## config.mk

```make
export PLATFORM = sky130hd
export DESIGN_NAME = atas_cmd
export DESIGN_NICKNAME = d
export VERILOG_FILES = /design/src/atas_pkg.sv /design/src/atas_range_check.sv /design/src/atas_pw_sector.sv /design/src/atas_cmd.sv
export SDC_FILE = /design/constraint.sdc
export NUM_CORES = 1
export LEC_CHECK = 0
export ABC_CLOCK_PERIOD_IN_PS = 4000
export BUFFER_PORTS_ARGS = -buffer_cell sky130_fd_sc_hd__clkbuf_2
export CELL_PAD_IN_SITES_DETAIL_PLACEMENT = 0
export CELL_PAD_IN_SITES_GLOBAL_PLACEMENT = 1
export CORE_AREA = 2 2 258 260
export CTS_BUF_LIST = sky130_fd_sc_hd__clkbuf_16
export DETAILED_ROUTE_END_ITERATION = 6
export DIE_AREA = 0 0 260 262
export GPL_TIMING_DRIVEN = 0
export PLACE_DENSITY = 0.61
export RECOVER_POWER = 50
export SLEW_MARGIN = 0
export SYNTH_ARGS = -nofsm -noshare
export SYNTH_HDL_FRONTEND = slang
export SYNTH_SLANG_ARGS = --single-unit
export TNS_END_PERCENT = 20
```

## constraint.sdc

```tcl
create_clock -name clock -period 4 [get_ports clock]
set_input_delay 1 -clock clock [delete_from_list [all_inputs] [get_ports clock]]
set_output_delay 1 -clock clock [all_outputs]
set_load 0.03 [all_outputs]
```

## src/atas_pkg.sv

```systemverilog
/*
  Shared constants for the sense, seek and security command block: opcodes,
  extended codes, register offsets, status bit positions and the state type.
  Assumes nothing of its surroundings.
*/
package atas_pkg;

  // Opcodes handled here; seek matches on the upper nibble only.
  localparam logic [7:0] OP_SENSE       = 8'h03;
  localparam logic [3:0] OP_SEEK_NIB    = 4'h7;
  localparam logic [7:0] OP_ERASE_PREP  = 8'hF3;
  localparam logic [7:0] OP_ERASE_UNIT  = 8'hF4;
  localparam logic [7:0] OP_DISABLE_PW  = 8'hF6;

  // Extended codes returned by the sense command.
  localparam logic [7:0] EXT_NONE       = 8'h00;
  localparam logic [7:0] EXT_SELFTEST_OK = 8'h01;
  localparam logic [7:0] EXT_WRITE_FAIL = 8'h03;
  localparam logic [7:0] EXT_MISC       = 8'h09;
  localparam logic [7:0] EXT_ECC_UNCORR = 8'h11;
  localparam logic [7:0] EXT_ECC_CORR   = 8'h18;
  localparam logic [7:0] EXT_ABORTED    = 8'h1F;
  localparam logic [7:0] EXT_BAD_ADDR   = 8'h21;
  localparam logic [7:0] EXT_OVERFLOW   = 8'h2F;
  localparam logic [7:0] EXT_SPARE_OUT  = 8'h3A;

  // Error register bits written on a failed command.
  localparam logic [7:0] ERR_ABORT      = 8'h04;
  localparam logic [7:0] ERR_NOT_FOUND  = 8'h10;

  // Register byte offsets on the bus.
  localparam logic [7:0] OFS_COMMAND    = 8'h00;
  localparam logic [7:0] OFS_DRIVE_HEAD = 8'h04;
  localparam logic [7:0] OFS_CYL_HI     = 8'h08;
  localparam logic [7:0] OFS_CYL_LO     = 8'h0C;
  localparam logic [7:0] OFS_SECTOR     = 8'h10;
  localparam logic [7:0] OFS_DATA       = 8'h14;
  localparam logic [7:0] OFS_ERROR      = 8'h18;
  localparam logic [7:0] OFS_STATUS     = 8'h1C;

  // Status register bit positions; drive/head field positions.
  localparam int ST_ERR_BIT   = 0;
  localparam int ST_DRQ_BIT   = 3;
  localparam int ST_BSY_BIT   = 7;
  localparam int ST_LOCK_BIT  = 8;
  localparam int ST_PREP_BIT  = 9;
  localparam int ST_TRIES_LSB = 10;
  localparam int DH_LBA_BIT   = 6;

  // Reset values and sector layout.
  localparam logic [2:0] UNLOCK_TRIES   = 3'h5;
  localparam logic [8:0] WORD_LAST      = 9'h0FF;
  localparam logic [8:0] PW_WORD_FIRST  = 9'h001;
  localparam logic [8:0] PW_WORD_LAST   = 9'h010;

  typedef enum logic [1:0] {ST_IDLE, ST_XFER, ST_EXEC} atas_state_t;

  // True for every code in the extended code table.
  function automatic logic atas_code_known(input logic [7:0] c);
    case (c)
      8'h00, 8'h01, 8'h03, 8'h05, 8'h09, 8'h0C, 8'h10, 8'h11, 8'h14, 8'h18, 8'h1F,
      8'h21, 8'h2F, 8'h30, 8'h31, 8'h32, 8'h33, 8'h34, 8'h35, 8'h36, 8'h37, 8'h38,
      8'h3A, 8'h3B, 8'h3C, 8'h3E, 8'h3F: atas_code_known = 1'b1;
      default: atas_code_known = 1'b0;
    endcase
  endfunction : atas_code_known

endpackage : atas_pkg

```

## src/atas_range_check.sv

```systemverilog
/*
  Address range check for the seek command, in block or cylinder/head form.
  Assumes the limits come steady from the card controller.
*/
`timescale 1ns/1ps
module atas_range_check
  import atas_pkg::*;
(
  // Address from the task file.
  input  wire logic        lba_mode,
  input  wire logic [3:0]  head,
  input  wire logic [15:0] cyl,
  input  wire logic [7:0]  sector,
  // Geometry limits.
  input  wire logic [27:0] max_lba,
  input  wire logic [15:0] num_cyl,
  input  wire logic [4:0]  num_heads,
  // Resulting extended code, zero when in range.
  output logic      [7:0]  code
);

  always_comb begin
    code = EXT_NONE;
    if (lba_mode) begin
      if ({head, cyl, sector} > max_lba) begin
        code = EXT_OVERFLOW;
      end
    end else if ({1'b0, head} >= num_heads) begin
      code = EXT_BAD_ADDR;
    end else if (cyl >= num_cyl) begin
      code = EXT_OVERFLOW;
    end
  end

endmodule : atas_range_check

```

## src/atas_pw_sector.sv

```systemverilog
/*
  Collects one 256-word password sector and compares words 1 to 16 with the
  stored password chosen by bit 0 of word 0.
  Assumes words arrive one per strobe, word 0 first.
*/
`timescale 1ns/1ps
module atas_pw_sector
  import atas_pkg::*;
(
  // Clock and reset.
  input  wire logic         clock,
  input  wire logic         sys_rst,
  input  wire logic         clk_en,
  // Sector input.
  input  wire logic         start,
  input  wire logic         word_valid,
  input  wire logic [15:0]  word,
  // Stored passwords.
  input  wire logic [255:0] user_pw,
  input  wire logic [255:0] master_pw,
  // Result.
  output logic              done,
  output logic              match
);

  logic [8:0]   idx;
  logic         differ;
  logic         use_master;
  logic [255:0] sel_pw;
  logic [7:0]   pw_base;

  assign sel_pw  = use_master ? master_pw : user_pw;
  assign pw_base = {idx[3:0] - 4'h1, 4'h0};
  assign match   = ~differ;

  always_ff @(posedge clock) begin
    if (sys_rst) begin
      idx        <= 9'h000;
      differ     <= 1'b0;
      use_master <= 1'b0;
      done       <= 1'b0;
    end else if (clk_en) begin
      done <= 1'b0;
      if (start) begin
        idx    <= 9'h000;
        differ <= 1'b0;
      end else if (word_valid && !idx[8]) begin
        idx <= idx + 9'h001;
        if (idx == 9'h000) begin
          use_master <= word[0];
        end else if (idx >= PW_WORD_FIRST && idx <= PW_WORD_LAST) begin
          if (word != sel_pw[pw_base +: 16]) begin
            differ <= 1'b1;
          end
        end
        if (idx == WORD_LAST) begin
          done <= 1'b1;
        end
      end
    end
  end

endmodule : atas_pw_sector

```

## src/atas_cmd.sv

```systemverilog
/*
  Sense, seek and security command handling behind an APB register file.
  Assumes an APB master, stored passwords and geometry from the card
  controller, and outcome reports from the logic running other commands.
*/
`timescale 1ns/1ps
module atas_cmd
  import atas_pkg::*;
(
  // Clock, reset, enable.
  input  wire logic         clock,
  input  wire logic         sys_rst,
  input  wire logic         clk_en,
  // APB slave.
  input  wire logic         psel,
  input  wire logic         penable,
  input  wire logic         pwrite,
  input  wire logic [7:0]   paddr,
  input  wire logic [31:0]  pwdata,
  output logic      [31:0]  prdata,
  output logic              pready,
  output logic              pslverr,
  // Security store.
  input  wire logic [255:0] user_pw,
  input  wire logic [255:0] master_pw,
  input  wire logic         lock_arm,
  input  wire logic         unlock_fail,
  // Outcome of commands run elsewhere.
  input  wire logic         cmd_done,
  input  wire logic [7:0]   cmd_code,
  // Geometry.
  input  wire logic [27:0]  max_lba,
  input  wire logic [15:0]  num_cyl,
  input  wire logic [4:0]   num_heads,
  // Status out.
  output logic              lock_mode,
  output logic              erase_go,
  output logic              busy,
  output logic              data_req
);

  atas_state_t state;
  logic [7:0]  command;
  logic [7:0]  drive_head;
  logic [7:0]  cyl_hi;
  logic [7:0]  cyl_lo;
  logic [7:0]  sector;
  logic [7:0]  err_reg;
  logic [7:0]  last_code;
  logic        err_flag;
  logic        prepared;
  logic [2:0]  tries;
  logic        apb_wr;
  logic        cmd_wr;
  logic        data_wr;
  logic        mapped;
  logic        sec_start;
  logic        sec_done;
  logic        sec_match;
  logic [7:0]  range_code;
  logic        is_seek;
  logic        erase_block;
  logic        exec_ok;
  logic [31:0] next_prdata;

  assign apb_wr    = psel && penable && pready && pwrite;
  assign cmd_wr    = apb_wr && paddr == OFS_COMMAND && state == ST_IDLE;
  assign data_wr   = apb_wr && paddr == OFS_DATA && state == ST_XFER;
  assign is_seek   = pwdata[7:4] == OP_SEEK_NIB;
  assign sec_start = cmd_wr;
  // Erase unit is refused outright when not preceded by prepare or out of tries.
  assign erase_block = !prepared || tries == 3'h0;
  assign exec_ok   = state == ST_EXEC && sec_match;

  atas_range_check u_range (
    .lba_mode  (drive_head[DH_LBA_BIT]),
    .head      (drive_head[3:0]),
    .cyl       ({cyl_hi, cyl_lo}),
    .sector    (sector),
    .max_lba   (max_lba),
    .num_cyl   (num_cyl),
    .num_heads (num_heads),
    .code      (range_code)
  );

  atas_pw_sector u_sector (
    .clock      (clock),
    .sys_rst    (sys_rst),
    .clk_en     (clk_en),
    .start      (sec_start),
    .word_valid (data_wr),
    .word       (pwdata[15:0]),
    .user_pw    (user_pw),
    .master_pw  (master_pw),
    .done       (sec_done),
    .match      (sec_match)
  );

  // Bus answer: one wait state, then pready for a single cycle.
  always_comb begin
    mapped      = 1'b1;
    next_prdata = 32'h0000_0000;
    case (paddr)
      OFS_COMMAND:    next_prdata = {24'h00_0000, command};
      OFS_DRIVE_HEAD: next_prdata = {24'h00_0000, drive_head};
      OFS_CYL_HI:     next_prdata = {24'h00_0000, cyl_hi};
      OFS_CYL_LO:     next_prdata = {24'h00_0000, cyl_lo};
      OFS_SECTOR:     next_prdata = {24'h00_0000, sector};
      OFS_DATA:       next_prdata = 32'h0000_0000;
      OFS_ERROR:      next_prdata = {24'h00_0000, err_reg};
      OFS_STATUS: begin
        next_prdata[ST_ERR_BIT]                    = err_flag;
        next_prdata[ST_DRQ_BIT]                    = data_req;
        next_prdata[ST_BSY_BIT]                    = busy;
        next_prdata[ST_LOCK_BIT]                   = lock_mode;
        next_prdata[ST_PREP_BIT]                   = prepared;
        next_prdata[ST_TRIES_LSB +: 3]             = tries;
      end
      default:        mapped = 1'b0;
    endcase
  end

  always_ff @(posedge clock) begin
    if (sys_rst) begin
      pready  <= 1'b0;
      pslverr <= 1'b0;
      prdata  <= 32'h0000_0000;
    end else if (clk_en) begin
      pready  <= psel && penable && !pready;
      pslverr <= psel && penable && !pready && !mapped;
      if (psel && penable && !pready && !pwrite) begin
        prdata <= next_prdata;
      end
    end
  end

  // Task file registers written by the host; commands are ignored while busy.
  always_ff @(posedge clock) begin
    if (sys_rst) begin
      command    <= 8'h00;
      drive_head <= 8'h00;
      cyl_hi     <= 8'h00;
      cyl_lo     <= 8'h00;
      sector     <= 8'h00;
    end else if (clk_en && apb_wr && state == ST_IDLE) begin
      case (paddr)
        OFS_COMMAND:    command    <= pwdata[7:0];
        OFS_DRIVE_HEAD: drive_head <= pwdata[7:0];
        OFS_CYL_HI:     cyl_hi     <= pwdata[7:0];
        OFS_CYL_LO:     cyl_lo     <= pwdata[7:0];
        OFS_SECTOR:     sector     <= pwdata[7:0];
        default:        ;
      endcase
    end
  end

  // Command sequencing; only the password commands leave idle.
  always_ff @(posedge clock) begin
    if (sys_rst) begin
      state    <= ST_IDLE;
      busy     <= 1'b0;
      data_req <= 1'b0;
    end else if (clk_en) begin
      case (state)
        ST_IDLE: begin
          if (cmd_wr && (pwdata[7:0] == OP_DISABLE_PW ||
              (pwdata[7:0] == OP_ERASE_UNIT && !erase_block))) begin
            state    <= ST_XFER;
            busy     <= 1'b1;
            data_req <= 1'b1;
          end
        end
        ST_XFER: begin
          if (sec_done) begin
            state    <= ST_EXEC;
            data_req <= 1'b0;
          end
        end
        ST_EXEC: begin
          state <= ST_IDLE;
          busy  <= 1'b0;
        end
        default: begin
          state    <= ST_IDLE;
          busy     <= 1'b0;
          data_req <= 1'b0;
        end
      endcase
    end
  end

  // Outcome of each command: error register, error flag and the code kept for sense.
  always_ff @(posedge clock) begin
    if (sys_rst) begin
      err_reg   <= 8'h00;
      err_flag  <= 1'b0;
      last_code <= EXT_NONE;
    end else if (clk_en) begin
      if (cmd_wr) begin
        err_reg  <= 8'h00;
        err_flag <= 1'b0;
        if (pwdata[7:0] == OP_SENSE) begin
          err_reg   <= last_code;
          last_code <= EXT_NONE;
        end else if (is_seek) begin
          last_code <= range_code;
          if (range_code != EXT_NONE) begin
            err_reg  <= ERR_NOT_FOUND;
            err_flag <= 1'b1;
          end
        end else if (pwdata[7:0] == OP_ERASE_UNIT && erase_block) begin
          err_reg   <= ERR_ABORT;
          err_flag  <= 1'b1;
          last_code <= EXT_ABORTED;
        end else if (pwdata[7:0] == OP_ERASE_PREP) begin
          last_code <= EXT_NONE;
        end
      end else if (state == ST_EXEC) begin
        if (sec_match) begin
          last_code <= EXT_NONE;
        end else begin
          err_reg   <= ERR_ABORT;
          err_flag  <= 1'b1;
          last_code <= EXT_ABORTED;
        end
      end else if (cmd_done) begin
        // Codes outside the table are folded into the miscellaneous code.
        last_code <= atas_code_known(cmd_code) ? cmd_code : EXT_MISC;
      end
    end
  end

  // Any command other than prepare clears the prepared mark.
  always_ff @(posedge clock) begin
    if (sys_rst) begin
      prepared <= 1'b0;
    end else if (clk_en) begin
      if (cmd_wr) begin
        prepared <= pwdata[7:0] == OP_ERASE_PREP;
      end else if (cmd_done) begin
        prepared <= 1'b0;
      end
    end
  end

  always_ff @(posedge clock) begin
    if (sys_rst) begin
      tries <= UNLOCK_TRIES;
    end else if (clk_en && unlock_fail && tries != 3'h0) begin
      tries <= tries - 3'h1;
    end
  end

  // Lock mode; arming wins over a clear in the same cycle. The master password
  // is an input only, so disabling never alters it.
  always_ff @(posedge clock) begin
    if (sys_rst) begin
      lock_mode <= 1'b0;
      erase_go  <= 1'b0;
    end else if (clk_en) begin
      erase_go <= exec_ok && command == OP_ERASE_UNIT;
      if (lock_arm) begin
        lock_mode <= 1'b1;
      end else if (exec_ok) begin
        lock_mode <= 1'b0;
      end
    end
  end
endmodule : atas_cmd

```

==> run summary <==
The number of remaining DRC errors is 0. The length of the first detailed-routing pass in iterations is 5. After the last flow step, the layout net total stands at 2,309. The clock sink total came out at 94.

The cell row count is 94. The register bit total from synthesis is 94. The register clock-pin slew on the reported worst setup and hold paths came out at 0.08 ns. The class of the most critical hold timing path is reg -> reg. For the final routed database, the setup TNS stands at 0 ns. The worst clock skew came out at 0.0115 ns.

The sum of net half-perimeters after detailed placement came out at around 80 mm. For the worst setup path, the data required time is 4.23 ns. prdata holds more flip-flops than any other register.

The number of vias per cell is 4.76. The number of enable-type register cells in the synthesized netlist came out at 0. The layout cell share with drive strength beyond 1 is 0.499. The power per unit of standard cell area came out at 175 mW/mm2. In this run the most critical hold path is launched from pslverr.

Setup repair after global routing left no endpoint under its margin. The clock insertion delay at the later pin of the skew report came out at 0.37 ns. The worst setup path is launched from a register. The analysis attributes to cell leakage a power of 0.00647 uW. The number of hold buffers added after CTS was 0. Once layout is complete, the utilization of the core stands at 0.227. The initial utilization of the core area, before any placement, comes to 0.154.

The endpoint identified for the worst register-to-register timing path is u_sector.differ. The detailed-route wire length came out at approximately 87 mm. The count of final hold-check violations came out at 0.

The maximum buffer depth of the clock tree came out at 2. The core outline area came out at 0.0653 mm2. The share of synthesized registers carrying an async set or reset is 0. The CTS tree is built. The global-route wire length before repair is 112 mm. The max-capacitance violation count came out at 0. Of all nets on the critical path, the largest fanout is 19.

The share of Yosys cell area claimed by the top area cell type came out at 0.324. For hold timing, the worst endpoint is pslverr. The register with the most flip-flops in the layout has 13 of them. The highest ir drop seen on vdd came out at between 0.2 and 0.25 mV. The total global-route track usage came out at 0.248.

The data arrival time of the critical path is 4.04 ns. The average cell area after synthesis came out at 10.1 um2. The sequential-to-total area share from yosys stat is 0.187.

The cell depth of the worst min-delay path came out at 2. The total I/O pin count came out at around 660. The aggregate global routing overflow came out at 0. In the layout the commonest cells are 589 x clkbuf_2, 145 x mux4_2, 105 x nor2_1. The width of the die came out at 260 um. The via count of the first global-routing pass came out at ~12,000. The area of the mapped netlist came out at 0.0101 mm2. The post-detailed-route count of antenna-violating nets came out at 0. The count of routing violations after the opening detailed-route iteration is 1,515. The peak clock frequency supported by timing is 0.262 GHz.

At the pin with the least slew margin, the transition time is 1.27 ns. After synthesis, the cell types taking the most area are mux4_2 32%, dfxtp_1 19%, ha_1 6.7%. The cell count after synthesis came out at 1,000. During synthesis, Yosys emitted a total of 0 warnings. The die covers 0.0681 mm2. The last weighted congestion value of the routability-driven placer is 0.987. Hold is met by about 0.47 ns. In the final layout, the registers with the most flip-flops are prdata (13), u_sector.idx (9). In this run the critical register-to-register path is launched from u_sector.idx[0]. The count of input and output buffers came out at about 610. Setup violations remaining at the end of the flow were counted as 0. The dominant synthesized flop cell is dfxtp_1.

For the worst flop-to-flop path, the logic depth is 16. Dividing the final minimum period by the clock period gives 0.953. The number of distinct library cell variants in the gate-level netlist after synthesis is 67. Counting I/O delays and the setup requirement, the final critical path takes 3.81 ns. The commonest non-fill, non-tap cell in the layout is clkbuf_2. The number of filler cells placed in the layout came out at 7,340. The signed area change from the synthesized netlist to the final layout is 47.3%. The worst pin sits at a relative slew slack of 0.150. The number of max-slew violations in the final report came out at 0. The largest net degree at the start of global routing is 20. The final cell count without fillers came out at 2,567. The worst setup path is captured at a register.

The average wire per standard cell came out at 34.0 um. The number of antenna violations at the first check in global routing is 129. The register-to-register setup slack came out at 0.19 ns. The run finished with clean final reports. The H-tree generated during clock tree synthesis spans 3 levels. The clock root buffer is clkbuf_16.

The classification of the worst setup path is reg -> reg. The die extent in y came out at 262 um. In this run, CTS created clock tree buffers numbering 9. The total number of vias came out at 12,230.

The post-synthesis cell type with the largest combined area is mux4_2. The cell count after placement came out at 2,491.
-- how the worst max path moves through the flow --
stage                      end  slack [ns]             from
2_1_floorplan  u_sector.differ        0.29  u_sector.idx[0]
3_3_place_gp   u_sector.differ       -2.30  u_sector.idx[0]
3_5_place_dp   u_sector.differ       -2.26  u_sector.idx[0]
4_1_cts        u_sector.differ        0.07  u_sector.idx[0]
5_1_grt        u_sector.differ        0.01  u_sector.idx[0]
6_report       u_sector.differ        0.19  u_sector.idx[0]
-- layout make-up --
cell class | instances | area [um2] | area share
clock inverters | 7 | 73.8 | 0.00497
diodes | 61 | 153 | 0.0103
plain buffers | 89 | 594 | 0.0400
well taps | 864 | 1080 | 0.0728
multi-input cells | 774 | 7580 | 0.511
clock buffers | 9 | 225 | 0.0152
flip-flops and latches | 94 | 1880 | 0.127
inverters | 59 | 221 | 0.0149
repair buffers | 610 | 3030 | 0.204
-- worst max-delay path, cell delays in order (launching register included) --
cell and delay, ns:
dfxtp_2 0.40, buf_6 0.19, buf_8 0.23, buf_6 0.21, inv_1 0.14, ha_2 0.29, xor2_4 0.25, buf_8 0.22
buf_12 0.19, buf_6 0.21, mux2i_1 0.24, xor2_1 0.19, nand4_1 0.16, o211ai_1 0.31, nand3_1 0.12, a21oi_1 0.18
a31oi_1 0.10
-- cells in the mapped netlist (3+ instances only) --
cell type	number
a211oi_1	10
a21o_1	18
a21oi_1	44
a221oi_1	5
a22o_1	5
a22oi_1	42
a31oi_1	10
and2_1	3
and3_1	9
buf_1	6
buf_2	16
buf_4	25
buf_6	10
clkbuf_1	34
dfxtp_1	94
ha_1	54
inv_1	58
mux2i_1	47
mux4_2	145
nand2_1	59
nand2b_1	11
nand3_1	14
nand4_1	20
nor2_1	108
nor2b_1	9
nor3_1	15
nor4_1	7
o211ai_1	7
o21a_1	3
o21ai_0	15
o21bai_1	3
or3_1	6
xnor2_1	25
xor2_1	24
-- what timing repair did --
| action | 4_1_cts | 5_1_grt |
|---|---|---|
| pin swaps | 2 | 3 |
| hold endpoints to repair | 0 | 0 |
| resized for setup | 36 | 4 |
| endpoints found under the setup margin | 2 | 1 |
| setup buffers | 1 | 0 |
-- cell families (layout without fill, tap and decap cells) --
logic type | Yosys count | count (layout) | synth area share
multiplexers | 192 | 192 | 0.371
XOR/XNOR | 49 | 49 | 0.0426
buffers and inverters | 150 | 774 | 0.0746
AND/OR/NAND/NOR | 279 | 279 | 0.134
AO/OA/AOI/OAI | 180 | 180 | 0.123
other | 1 | 80 | 0.000372
flip-flops | 94 | 94 | 0.187
adder cells (fa/ha/maj) | 55 | 55 | 0.0680
-- report_power, final --
part	internal, uW	switching (uW)
clock network	445	445
logic	392	370
registers	943	7.60
-- stage by stage --
stage | power [uW] | worst slack, ns | cell area (um2)
final | 2600 | 0.189 | 14800
after global routing | 2710 | 0.0143 | 14800
after CTS | 2620 | 0.0724 | 14700
after detailed placement | 1730 | -2.26 | 14300
after global placement | 1720 | -2.30 | 14300
after floorplan | 1280 | 0.293 | 10100
-- metal layers --
layer	vias to the layer above	routed length [um]	track usage
met2	812	40100	0.397
met4	56	4380	0.125
met5	-	383	0
met3	189	9990	0.0815
met1	6010	32500	0.299
li1	5163	-	-
Note: power is estimated with default switching activity, not from simulation.
